### src/pkg/bbd_pkg.sv
package bbd_pkg;

    // Instruction field positions.
    localparam int OPC_LSB      = 0;
    localparam int OPC_W        = 6;
    localparam int DISP_LSB     = 6;
    localparam int DISP_W       = 16;
    localparam int SRC_B_LSB    = 22;
    localparam int SRC_A_LSB    = 27;
    localparam int IDX_W        = 5;
    localparam int TYPE_LSB     = 6;
    localparam int XOPC_LSB     = 11;
    localparam int DEST_LSB     = 17;

    // Encodings.
    localparam logic [5:0] OPC_BNE   = 6'h1e;
    localparam logic [5:0] OPC_JUMP  = 6'h06;
    localparam logic [5:0] OPC_RTYPE = 6'h3a;
    localparam logic [5:0] XOPC_TRAP = 6'h34;
    localparam logic [5:0] XOPC_BRET = 6'h09;
    localparam logic [4:0] TRAP_DEST = 5'h1e;

    // Status register bits.
    localparam int STAT_USER_BIT = 1;

    // Next-instruction step in bytes.
    localparam logic [31:0] PC_STEP = 32'h0000_0004;

    // Reset values.
    localparam logic [31:0] PC_RESET   = 32'h0000_0000;
    localparam logic [31:0] STAT_RESET = 32'h0000_0000;

    // Register map, byte addresses.
    localparam logic [7:0] REG_CTRL     = 8'h00;
    localparam logic [7:0] REG_PC       = 8'h04;
    localparam logic [7:0] REG_STATUS   = 8'h08;
    localparam logic [7:0] REG_BSTATUS  = 8'h0c;
    localparam logic [7:0] REG_BRET     = 8'h10;
    localparam logic [7:0] REG_INSTR    = 8'h14;
    localparam logic [7:0] REG_SRC_A    = 8'h18;
    localparam logic [7:0] REG_SRC_B    = 8'h1c;
    localparam logic [7:0] REG_IRQ_STAT = 8'h20;
    localparam logic [7:0] REG_IRQ_MASK = 8'h24;
    localparam logic [7:0] REG_TYPE     = 8'h28;

    // Event bits of status and mask.
    localparam int EV_MISALIGN = 0;
    localparam int EV_TRAP     = 1;
    localparam int EV_TAKEN    = 2;
    localparam int EV_W        = 3;

    typedef enum logic [1:0] {
        BBD_IDLE = 2'b01,
        BBD_DATA = 2'b10
    } bbd_bus_e;

endpackage : bbd_pkg

### src/bbd_core.sv
module bbd_core
    import bbd_pkg::*;
#(
    parameter logic [31:0] TRAP_HANDLER_ADDR = 32'h0000_0020,
    parameter int          PREV_INTERRUPT_ENABLE_BIT = 0
) (
    // Clock and reset.
    input  wire logic        hclk,
    input  wire logic        hresetn,
    // AHB-Lite slave.
    input  wire logic        hsel,
    input  wire logic [31:0] haddr,
    input  wire logic [1:0]  htrans,
    input  wire logic        hwrite,
    input  wire logic [2:0]  hsize,
    input  wire logic [31:0] hwdata,
    input  wire logic        hready,
    output logic             hreadyout,
    output logic             hresp,
    output logic [31:0]      hrdata,
    // Interrupt.
    output logic             irq
);

    // All three checks run at elaboration, so a bad build never reaches simulation or synthesis.
    if (PREV_INTERRUPT_ENABLE_BIT < 0 || PREV_INTERRUPT_ENABLE_BIT > 31) begin : g_bad_enable_bit
        $error("bbd_core: interrupt enable bit position out of range");
    end
    if (PREV_INTERRUPT_ENABLE_BIT == STAT_USER_BIT) begin : g_enable_bit_clash
        $error("bbd_core: interrupt enable bit collides with the user bit");
    end
    if (TRAP_HANDLER_ADDR[1:0] != 2'b00) begin : g_bad_handler
        $error("bbd_core: trap handler address must be word aligned");
    end

    typedef struct packed {
        bbd_bus_e         bus;
        logic             wr;
        logic [7:0]       addr;
        logic [31:0]      rdata;
        logic [31:0]      pc;
        logic [31:0]      status;
        logic [31:0]      bstatus;
        logic [31:0]      bret;
        logic [31:0]      instr;
        logic [31:0]      src_a;
        logic [31:0]      src_b;
        logic [4:0]       trap_type;
        logic [EV_W-1:0]  ev;
        logic [EV_W-1:0]  mask;
        logic             irq;
    } bbd_state_s;

    bbd_state_s st;
    bbd_state_s next_st;

    // Decode of the instruction held in the instruction register.
    logic [5:0]  opc;
    logic [5:0]  xopc;
    logic [4:0]  idx_a;
    logic [4:0]  idx_b;
    logic [4:0]  dest;
    logic [15:0] branch_displacement;
    logic [31:0] disp_ext;
    logic [31:0] pc_next_seq;
    logic [31:0] target;
    logic        is_bne;
    logic        is_jump;
    logic        is_trap;
    logic        is_bret;

    always_comb begin
        opc                 = st.instr[OPC_LSB +: OPC_W];
        xopc                = st.instr[XOPC_LSB +: OPC_W];
        idx_a               = st.instr[SRC_A_LSB +: IDX_W];
        idx_b               = st.instr[SRC_B_LSB +: IDX_W];
        dest                = st.instr[DEST_LSB +: IDX_W];
        branch_displacement = st.instr[DISP_LSB +: DISP_W];
        disp_ext            = {{16{branch_displacement[15]}}, branch_displacement};
        pc_next_seq         = st.pc + PC_STEP;
        target              = pc_next_seq + disp_ext;
        is_bne              = (opc == OPC_BNE);
        is_jump             = (opc == OPC_JUMP) && (idx_a == 5'h00) && (idx_b == 5'h00);
        // The type field sits outside the match so every type traps alike.
        is_trap             = (opc == OPC_RTYPE) && (xopc == XOPC_TRAP) && (dest == TRAP_DEST)
                              && (idx_a == 5'h00) && (idx_b == 5'h00);
        // The return names the saved-return register as its first operand, second operand and destination zero.
        is_bret             = (opc == OPC_RTYPE) && (xopc == XOPC_BRET) && (dest == 5'h00)
                              && (idx_a == TRAP_DEST) && (idx_b == 5'h00);
    end

    logic [7:0]       a_addr;
    logic             exec;
    logic [EV_W-1:0]  ev_set;
    logic [EV_W-1:0]  ev_clr;
    logic [31:0]      new_pc;

    always_comb begin
        next_st   = st;
        a_addr    = haddr[7:0];
        exec      = 1'b0;
        ev_set    = '0;
        ev_clr    = '0;
        new_pc    = pc_next_seq;
        next_st.bus = BBD_IDLE;

        // Data phase of a previous write.
        if (st.bus == BBD_DATA && st.wr) begin
            case (st.addr)
                REG_PC: begin
                    next_st.pc = hwdata;
                end
                REG_STATUS: begin
                    next_st.status = hwdata;
                end
                REG_BSTATUS: begin
                    next_st.bstatus = hwdata;
                end
                REG_BRET: begin
                    next_st.bret = hwdata;
                end
                REG_INSTR: begin
                    next_st.instr = hwdata;
                end
                REG_SRC_A: begin
                    next_st.src_a = hwdata;
                end
                REG_SRC_B: begin
                    next_st.src_b = hwdata;
                end
                REG_IRQ_MASK: begin
                    next_st.mask = hwdata[EV_W-1:0];
                end
                REG_IRQ_STAT: begin
                    ev_clr = hwdata[EV_W-1:0];
                end
                REG_CTRL: begin
                    exec = hwdata[0];
                end
                default: begin
                    exec = 1'b0;
                end
            endcase
        end

        // One execution step. A write of the control register with bit 0 set retires the held word;
        // all state changes of one instruction happen in the same edge, so the trap is exact.
        if (exec) begin
            if (is_bne) begin
                if (st.src_a != st.src_b) begin
                    new_pc    = target;
                    ev_set[EV_TAKEN] = 1'b1;
                end
            end else if (is_jump) begin
                new_pc = target;
                ev_set[EV_TAKEN] = 1'b1;
            end else if (is_trap) begin
                next_st.bstatus = st.status;
                next_st.status  = st.status;
                next_st.status[PREV_INTERRUPT_ENABLE_BIT] = 1'b0;
                next_st.status[STAT_USER_BIT] = 1'b0;
                next_st.bret      = pc_next_seq;
                next_st.trap_type = st.instr[TYPE_LSB +: IDX_W];
                new_pc            = TRAP_HANDLER_ADDR;
                ev_set[EV_TRAP]   = 1'b1;
            end else if (is_bret) begin
                next_st.status = st.bstatus;
                new_pc         = st.bret;
            end
            // A misaligned target leaves the pc untouched and flags the fault.
            if (new_pc[1:0] != 2'b00) begin
                ev_set[EV_MISALIGN] = 1'b1;
                ev_set[EV_TAKEN]    = 1'b0;
            end else begin
                next_st.pc = new_pc;
            end
        end

        // Set wins over a simultaneous write-one clear.
        next_st.ev  = (st.ev & ~ev_clr) | ev_set;
        next_st.irq = |(next_st.ev & next_st.mask);

        // Address phase; zero wait states.
        if (hsel && hready && htrans[1]) begin
            next_st.bus  = BBD_DATA;
            next_st.wr   = hwrite;
            next_st.addr = a_addr;
            if (!hwrite) begin
                case (a_addr)
                    REG_CTRL:     next_st.rdata = 32'h0000_0000;
                    REG_PC:       next_st.rdata = next_st.pc;
                    REG_STATUS:   next_st.rdata = next_st.status;
                    REG_BSTATUS:  next_st.rdata = next_st.bstatus;
                    REG_BRET:     next_st.rdata = next_st.bret;
                    REG_INSTR:    next_st.rdata = next_st.instr;
                    REG_SRC_A:    next_st.rdata = next_st.src_a;
                    REG_SRC_B:    next_st.rdata = next_st.src_b;
                    REG_IRQ_STAT: next_st.rdata = {{(32-EV_W){1'b0}}, next_st.ev};
                    REG_IRQ_MASK: next_st.rdata = {{(32-EV_W){1'b0}}, next_st.mask};
                    REG_TYPE:     next_st.rdata = {27'h0000000, next_st.trap_type};
                    default:      next_st.rdata = 32'h0000_0000;
                endcase
            end
        end
    end

    always_ff @(posedge hclk or negedge hresetn) begin
        if (!hresetn) begin
            st.bus       <= BBD_IDLE;
            st.wr        <= 1'b0;
            st.addr      <= 8'h00;
            st.rdata     <= 32'h0000_0000;
            st.pc        <= PC_RESET;
            st.status    <= STAT_RESET;
            st.bstatus   <= STAT_RESET;
            st.bret      <= 32'h0000_0000;
            st.instr     <= 32'h0000_0000;
            st.src_a     <= 32'h0000_0000;
            st.src_b     <= 32'h0000_0000;
            st.trap_type <= 5'h00;
            st.ev        <= '0;
            st.mask      <= '0;
            st.irq       <= 1'b0;
        end else begin
            st <= next_st;
        end
    end

    // Read data and irq from flops; the slave never stalls and always answers OKAY.
    assign hreadyout = 1'b1;
    assign hresp     = 1'b0;
    assign hrdata    = st.rdata;
    assign irq       = st.irq;

endmodule : bbd_core

### config.mk
export PLATFORM = sky130hd
export DESIGN_NAME = bbd_core
export DESIGN_NICKNAME = d
export VERILOG_FILES = /design/src/pkg/bbd_pkg.sv /design/src/bbd_core.sv
export SDC_FILE = /design/constraint.sdc
export NUM_CORES = 1
export LEC_CHECK = 0
export BUFFER_PORTS_ARGS = -buffer_cell sky130_fd_sc_hd__clkbuf_2
export CORE_MARGIN = 2
export CORE_UTILIZATION = 52
export DETAILED_ROUTE_END_ITERATION = 6
export PLACE_DENSITY = 0.71
export SLEW_MARGIN = 20
export SYNTH_ARGS = -nofsm -noshare
export SYNTH_HDL_FRONTEND = slang
export SYNTH_SLANG_ARGS = --single-unit
### constraint.sdc
create_clock -name hclk -period 6.16 [get_ports hclk]
set_input_delay 0.308 -clock hclk [delete_from_list [all_inputs] [get_ports hclk]]
set_output_delay 0.308 -clock hclk [all_outputs]
set_load 0.02 [all_outputs]
# Word level (Yosys, flattened, before mapping)

Cells that the tools add are included.

Bits in registers: 279
Bits of input ports: 74
Output and inout bits: 35
Logic and storage cells: 113

Add/sub/neg operators: 2
Eq/ne operators: 28
Muxes and demuxes: 43
Bitwise operators: 5
Reductions and logical operators: 20

Operators by type and width:

| operator                | number |
|---|---|
| $mux W32                | 17 |
| $pmux W32 S10           | 1 |
| $mux W224               | 1 |
| $mux W96                | 2 |
| $mux W128               | 1 |
| $eq A8 B5 Y1 const B    | 8 |
| $mux W64                | 1 |
| $mux W43                | 1 |
| $eq A8 B6 Y1 const B    | 5 |
| $add A32 B3 Y32 const B | 1 |
| $add A32 B32 Y32        | 1 |
| $eq A8 B4 Y1 const B    | 4 |
| $ne A32 B32 Y1          | 1 |
| $mux W5                 | 4 |
| $eq A8 B3 Y1 const B    | 2 |
| $logic_not A5 Y1        | 3 |
| $mux W3                 | 5 |
| $logic_and A1 B1 Y1     | 13 |
| $eq A6 B6 Y1 const B    | 2 |
| $eq A5 B5 Y1 const B    | 2 |
| $mux W1                 | 10 |
| $logic_not A8 Y1        | 1 |
| $and A3 B3 Y3           | 2 |
| $eq A6 B3 Y1 const B    | 1 |
| 9 further kinds         | 9 |

# Logic depth before layout (Yosys ltp)

Gate-level depths: netlist of run 1.

Word-level depth: 17
Depth in mapped cells: 18
Depth with buffers taken out: 17

# Worst setup path before layout of run 1

Ideal clock, no wire load.

Path type: reg-to-reg
Start: reg st[206] in the netlist's numbering
End: reg st (netlist bit hrdata[26])
Library setup time: 0.126 ns
Arrival time: 3.626 ns
Data required time: 6.034 ns
Setup slack: 2.408 ns
Stages on the path, launching flop included: 18
Path buffers: 2
Period minus slack after synthesis: 3.752 ns
Cells stage by stage: dfrtp_1 ha_1 and4_1 nand3_1 nor3_1 xnor2_1 inv_1 ha_1 clkbuf_1 and3_1 clkbuf_1 nand2_1 o311ai_0 a21oi_1 xnor2_1 o211ai_1 o22ai_1 a221o_1

RTL lines:

| element                | RTL line        | RTL |
|---|---|---|
| from (decl)            | bbd_core.sv:54  | `bbd_state_s st;` |
| from (signal assigned) | bbd_core.sv:225 | `st <= next_st;` |

# Final worst setup path of run 1

Start: reg st[206] in the netlist's numbering
End: reg st (netlist bit hrdata[22])

Longest elaborated chain between the ends: 9
Elaborated cells on any way between the ends: 14
Those cells by class: add/sub (2); mux (12)

Ends and longest elaborated chain:

| element                                                  | RTL line        | RTL |
|---|---|---|
| $add A32 B3 Y32 (*)                                      | bbd_core.sv:80  | `pc_next_seq = st.pc + PC_STEP;` |
| branches (longest 6 deep; another with $add A32 B32 Y32) | -               |  |
| $mux W128 (*)                                            | bbd_core.sv:148 | `if (exec) begin` |
| $pmux W32 S10 (*)                                        | bbd_core.sv:189 | `case (a_addr)` |

Mark *: on every way between the ends. The select of a mux whose other input is x is not followed.
A chain may end at the register's enable or synchronous reset.

==> metrics.txt, run 1 <==
total routed wirelength=65.9 mm; commonest non-fill, non-tap cells in the layout=dfrtp_1, nand2_1, nor2_1; Synth Area in Adders=0.0250; WP buf/inv=0; FP Rows=66; largest net degree at the start of global routing=188; gpl congestion=0.973; final hold vios=0; via count=16300; Clock Tree Root=clkbuf_16; Final period util=0.810; top_reg_cell synth=dfrtp_1; Simple-Gate Fraction of Synth Area=0.174; Clock Pin Slew Worst Setup and Hold Paths=0.06 ns; post-DP HPWL=45.0 mm; fmax=200 MHz; CP arrival=5.47 ns; Yosys reg bits=279; unrepaired setup endpoints after global routing=no; Pins Over Slew Limit=0; power per cell area=234 nW/um^2; first-pass GRT wire length=97.7 mm; WL/cell=27.8 um; Pleak=8.70 nW; register area share after synthesis=0.403; Pint=3.23 mW; Worst slew margin=0.153; layout cell share with drive strength beyond 1=0.158; All-Layer GR Usage=0.371; diode count=0; area delta synth->final=9.94%; Setup TNS=0 ns; maxcap violations=0; async set-reset flop share out of synthesis=1.00; register area=6980 um^2; Cell Chain, Critical Path=nand2_1 > or4_1 > nor2_1 > nand2_1 > xnor2_1 > ha_1 > a21oi_1 > o21ai_0 > or3_1 > o21ai_0 > o21ai_0 > xor2_1 > o21ai_0 > o31ai_1; Mapped Avg Cell Area=9.19 um^2; Sw Ratio=0.275; Finish-stage setup viols=0; Crit. End Element=register; initial antenna violation count=2; Reg power frac=0.449; CP required=6.64 ns; Top Family by Delay on Critical Path=compound AO/OA/AOI/OAI gates; critical path's most frequent cell=o21ai_0; Cells after Synth=1885; most common cell after layout, fill and taps aside=dfrtp_1; EDFF count, synth=0; Compound-Gate Fraction of Synth Area=0.185; min cycle time layout=4.99 ns; status=completed; Clock power frac=0.426; IO Port Bufs=78; measured slew at the worst slew-check pin=1.26 ns; IR Drop Worst-Case VDD=0.252 mV; Startpoint Class=register; Gate power share=0.125; later-pin clock latency in the skew report=0.59 ns; CTS Buf Count=31; die area=34800 um^2; Ys Warns=0; drt drc=0; Die Ht=186 um; mux contribution to synthesized area=0.118; GRT overflow=0; Synthesized Nets=1993; Post-DRT Antenna Nets=0; maximum buffer depth of the clock tree=3; # nets final=2010; Multi-input gate area=9540 um^2; CP max stage delay=0.73 ns; dominant cell type by area after synthesis=dfrtp_1; critical path class=register to register; Fin Clk Skew=0.0191 ns; synth top area cells=dfrtp_1, mux2_2, mux2i_1; first-pass iteration count of the detailed router=6; Hold WS=0.0593 ns; core area=32700 um^2; initial core utilization=0.530; CTS tree=built; HP Class=input pin to register; synth unique cells=94; io pins=109; Synth Cell Area=17300 um^2; CP max-delay cell=or4_1; H-Tree Depth=1; vias in the first global route=15900; Fillers=2992; XOR/XNOR Fraction of Synth Area=0.0445; Yosys top cell area share=0.402; Via density=6.87; Net Sw Power=1.22 mW; main combinational cell family by area after synthesis=compound AO/OA/AOI/OAI gates; drt initial violations=2033; CTS Sinks=279; Die X=186 um; crit-path max FO=8
-- per-layer routing --
| layer | track usage | part of all wire | up-vias |
|---|---|---|---|
| met3 | 0.0794 | 0.11 | 299 |
| met5 | 0 | 0.00018 | - |
| met1 | 0.491 | 0.39 | 7999 |
| li1 | - | - | 6891 |
| met4 | 0.221 | 0.071 | 2 |
| met2 | 0.562 | 0.43 | 1072 |
-- sequential cells by signal, summed over array words and instances (netlist names) --
register and cells:
irq 1, opc 6, st 214, branch_displacement 16, idx_a 5, idx_b 5, hrdata 32
-- power groups by stage --
stage	Clock (mW)	Sequential (mW)	Combinational, mW
after floorplan	0	2.00	0.367
after global placement	0	2.02	0.534
after global routing	1.97	2.01	0.606
final	1.89	2.00	0.558
after CTS	1.90	1.99	0.548
after detailed placement	0	2.03	0.542
-- synthesized netlist by cell type (13+ instances only) --
cell type,instances
clkbuf_1,69
a31oi_1,15
a21o_1,30
o22ai_1,29
nand3_1,33
o21ai_0,54
xnor2_1,35
ha_1,33
nor2_1,164
a211oi_1,18
or3_1,13
xor2_1,53
mux2_2,90
a22oi_1,24
o21ai_1,14
buf_4,35
nand4_1,23
inv_1,38
nor3_1,44
o211ai_1,15
nand2_1,247
a221o_1,20
dfrtp_1,278
mux2i_1,96
buf_2,23
nor4_1,21
a221oi_1,15
a21oi_1,142
-- layout make-up --
class / count / share of cell area
Clock buffer: 47 / 0.0481
Clock inverter: 10 / 0.00565
Inverter: 38 / 0.00749
Multi-Input combinational cell: 1427 / 0.501
Sequential cell: 279 / 0.367
Tap cell: 442 / 0.0290
Timing Repair Buffer: 125 / 0.0418
-- worst register-to-register path: stages, from the launching register on --
cell and delay, ns:
dfrtp_1 0.57, nand2_1 0.19, or4_1 0.73, nor2_1 0.23
nand2_1 0.09, xnor2_1 0.26, ha_1 0.39, a21oi_1 0.24
o21ai_0 0.18, or3_1 0.37, o21ai_0 0.65, o21ai_0 0.21
xor2_1 0.35, o21ai_0 0.20, o31ai_1 0.25
-- kinds of logic after synthesis --
group	Yosys count
fa+ha+maj	34
compound gates	475
flops	279
xor+xnor	88
simple gates	637
buf+inv	179
mux	191
other cells	2
-- path summary, 6_finish.rpt --
check	from	endpoint	slack [ns]	cells past startpoint
hold reg to reg	st[10]$_DFF_PN0_	st[10]$_DFF_PN0_	0.47	2
min in group asynchronous	hresetn	st[50]$_DFF_PN0_	0.35	2
setup reg to reg	st[206]$_DFF_PN0_	hrdata[22]$_DFFE_PN0P_	1.17	14
setup / recovery	st[206]$_DFF_PN0_	hrdata[22]$_DFFE_PN0P_	1.17	14
hold / removal	haddr[7]	st[275]$_DFFE_PN0P_	0.06	2
max in group asynchronous	hresetn	hrdata[13]$_DFFE_PN0P_	4.27	4
-- what timing repair did --
item                      4_1_cts  5_1_grt
resized for setup               0        0
hold endpoints to repair       94        0
setup buffers                   0        0
hold buffers                    4        0
-- metrics by stage --
step	util	worst slack (ns)	std cells	instance area (um^2)	total power, mW
floorplan	-	2.41	1885	17300	2.36
detailed placement	0.549	1.39	2306	17900	2.57
CTS	0.581	1.35	2367	19000	4.44
finish	0.582	1.17	2368	19000	4.45
global route	0.582	1.08	2368	19000	4.58
global placement	0.549	1.48	2306	17900	2.56
Power figures use the tool's default switching activity.
==> run 2, diff against run 1 <==
- clock period: 6.16 -> 5.1 ns (I/O delays scaled with it)
==> metrics.txt, run 2 (synthesis results as in run 1) <==
CTS tree=built; critical path class=register to register; Final period util=0.939 (+0.128); area delta synth->final=10.5%; initial core utilization=0.530 (unchanged); largest net degree at the start of global routing=129 (-31%); drt drc=12 (+12); gpl congestion=1.01 (+3.6%); Crit. End Element=register; total routed wirelength=65.8 mm (-0.24%); fmax=209 MHz (+4.3%); register area=6980 um^2 (unchanged); Hold WS=0.0153 ns (-0.0440 ns); layout cell share with drive strength beyond 1=0.164 (+0.00582); vias in the first global route=16000 (+0.094%); first-pass iteration count of the detailed router=7 (+1); WL/cell=27.6 um (-0.74%); status=finished with violations; M2 GR Usage=0.567 (+0.00488); Multi-input gate area=9530 um^2 (about the same); Cell Chain, Critical Path=nand2_1 > or4_1 > nor2_1 > and3_1 > xnor2_1 > inv_1 > ha_1 > and3_1 > nand2_1 > nor4_1 > a21oi_1 > xnor2_1 > o211ai_1 > o22ai_1 > a221o_1; final hold vios=0 (unchanged); CP required=5.58 ns (-1.06 ns); Setup TNS=0 ns (unchanged); Fin Clk Skew=0.0179 ns (-0.00127 ns); io pins=109 (unchanged); HP Class=input pin to register; Startpoint Class=register; Die X=186 um (unchanged); maximum buffer depth of the clock tree=3 (unchanged); Hold-fix buffers, CTS=5 (+1); unrepaired setup endpoints after global routing=no; drt initial violations=1965 (-3.3%); CP max-delay cell=or4_1; CP max stage delay=0.71 ns (-0.02 ns); die area=34800 um^2 (unchanged); H-Tree Depth=1 (unchanged); FP Rows=66 (unchanged); GR peak layer=met2; min cycle time layout=4.79 ns (-0.204 ns); via count=16200 (-0.33%); most common cell after layout, fill and taps aside=dfrtp_1; buffer count from post-CTS setup fixing=0 (unchanged); number of flip-flops in the largest register=214 (unchanged); Clock Tree Root=clkbuf_16; GR Util met3=0.0818 (+0.00244); CTS Buf Count=31 (unchanged); Worst slew margin=0.256 (+0.102); failing checks=design-rule violations; IO Port Bufs=78 (unchanged); measured slew at the worst slew-check pin=1.11 ns (-0.152 ns); commonest non-fill, non-tap cells in the layout=dfrtp_1, nand2_1, nor2_1; Pleak=8.76 nW (+0.69%); power per cell area=283 nW/um^2 (+21%); post-DP HPWL=45.8 mm (+1.8%); # nets final=2022 (+0.60%); CTS Sinks=279 (unchanged); M1 GR Usage=0.485 (-0.00569); Die Ht=186 um (unchanged); Finish-stage setup viols=0 (unchanged); initial antenna violation count=1 (-1); Pins Over Slew Limit=0 (unchanged); core area=32700 um^2 (unchanged); Resize count post-CTS=0 (unchanged); Via density=6.81 (-0.83%); WP buf/inv=1 (+1); crit-path max FO=8 (unchanged); Fillers=2951 (-1.4%); IR Drop Worst-Case VDD=0.281 mV (+11%); All-Layer GR Usage=0.372 (+0.00111); GRT overflow=0 (unchanged); first-pass GRT wire length=98.6 mm (+0.85%); Most flops, register=st; Post-DRT Antenna Nets=0 (unchanged); later-pin clock latency in the skew report=0.60 ns (about the same); Clock Pin Slew Worst Setup and Hold Paths=0.06 ns (about the same); maxcap violations=0 (unchanged); Top Family by Delay on Critical Path=simple AND/OR/NAND/NOR gates; CP arrival=5.26 ns (-0.21 ns)
[run 2: cell types whose count changed in the layout (fill, tap and decap cells not counted), sizes merged]
cell / delta
clkinvlp: +2
clkbuf: -7
inv: -1
dlygate4sd3: +1
buf: +11
bufinv: +1
clkinv: +4
diode: +1
[run 2: per-stage QoR]
stage          setup slack, ns   util  cells  instance area, um^2  total power [mW]
6_report                 0.313  0.585   2380                19100              5.42
5_1_grt                 0.0368  0.585   2379                19100              5.59
4_1_cts                  0.453  0.585   2379                19100              5.41
3_5_place_dp             0.488  0.552   2318                18000              3.11
3_3_place_gp             0.572  0.552   2318                18000              3.09
2_1_floorplan             1.35      -   1885                17300              2.85
[run 2: per-layer routing]
metal,vias up,part of all wire
met4,0,0.069
met2,1075,0.44
li1,6918,-
met3,276,0.11
met1,7940,0.38
met5,-,0
[run 2: where the power goes]
group	leakage, nW	switching [mW]	internal (mW)
Sequential	3.31	0.102	2.31
Combinational	4.94	0.425	0.256
Clock	0.514	0.987	1.34
Total	8.76	1.51	3.91
[run 2: worst reg2reg max path, delay by kind of cell (launching register included)]
| kind | cells | cell delay (ns) |
|---|---|---|
| AOI/OAI and AO/OA | 4 | 0.85 |
| xor gates and xnor gates | 2 | 0.43 |
| adders and majority gates | 1 | 0.40 |
| buffers and inverters | 1 | 0.10 |
| DFF | 1 | 0.51 |
| and+or+nand+nor | 7 | 2.40 |
[run 2: layout make-up]
class,count,area share
multi-input cells,1427,0.498
flip-flops and latches,279,0.365
repair buffers,137,0.0460
clock buffers,40,0.0449
well taps,442,0.0289
clock inverters,16,0.00935
inverters,38,0.00745
diodes,1,0.000131
[run 2: path summary, 6_finish.rpt]
kind	end	slack (ns)	cells past startpoint	from
worst max-delay path	hrdata[26]$_DFFE_PN0P_	0.31	15	st[206]$_DFF_PN0_
worst min-delay path	st[272]$_DFFE_PN0P_	0.02	2	haddr[4]
worst max register to register	hrdata[26]$_DFFE_PN0P_	0.31	15	st[206]$_DFF_PN0_
worst min register to register	st[8]$_DFF_PN0_	0.47	2	st[8]$_DFF_PN0_
max in group asynchronous	st[55]$_DFF_PN0_	3.56	3	hresetn
min in group asynchronous	st[58]$_DFF_PN0_	0.37	2	hresetn
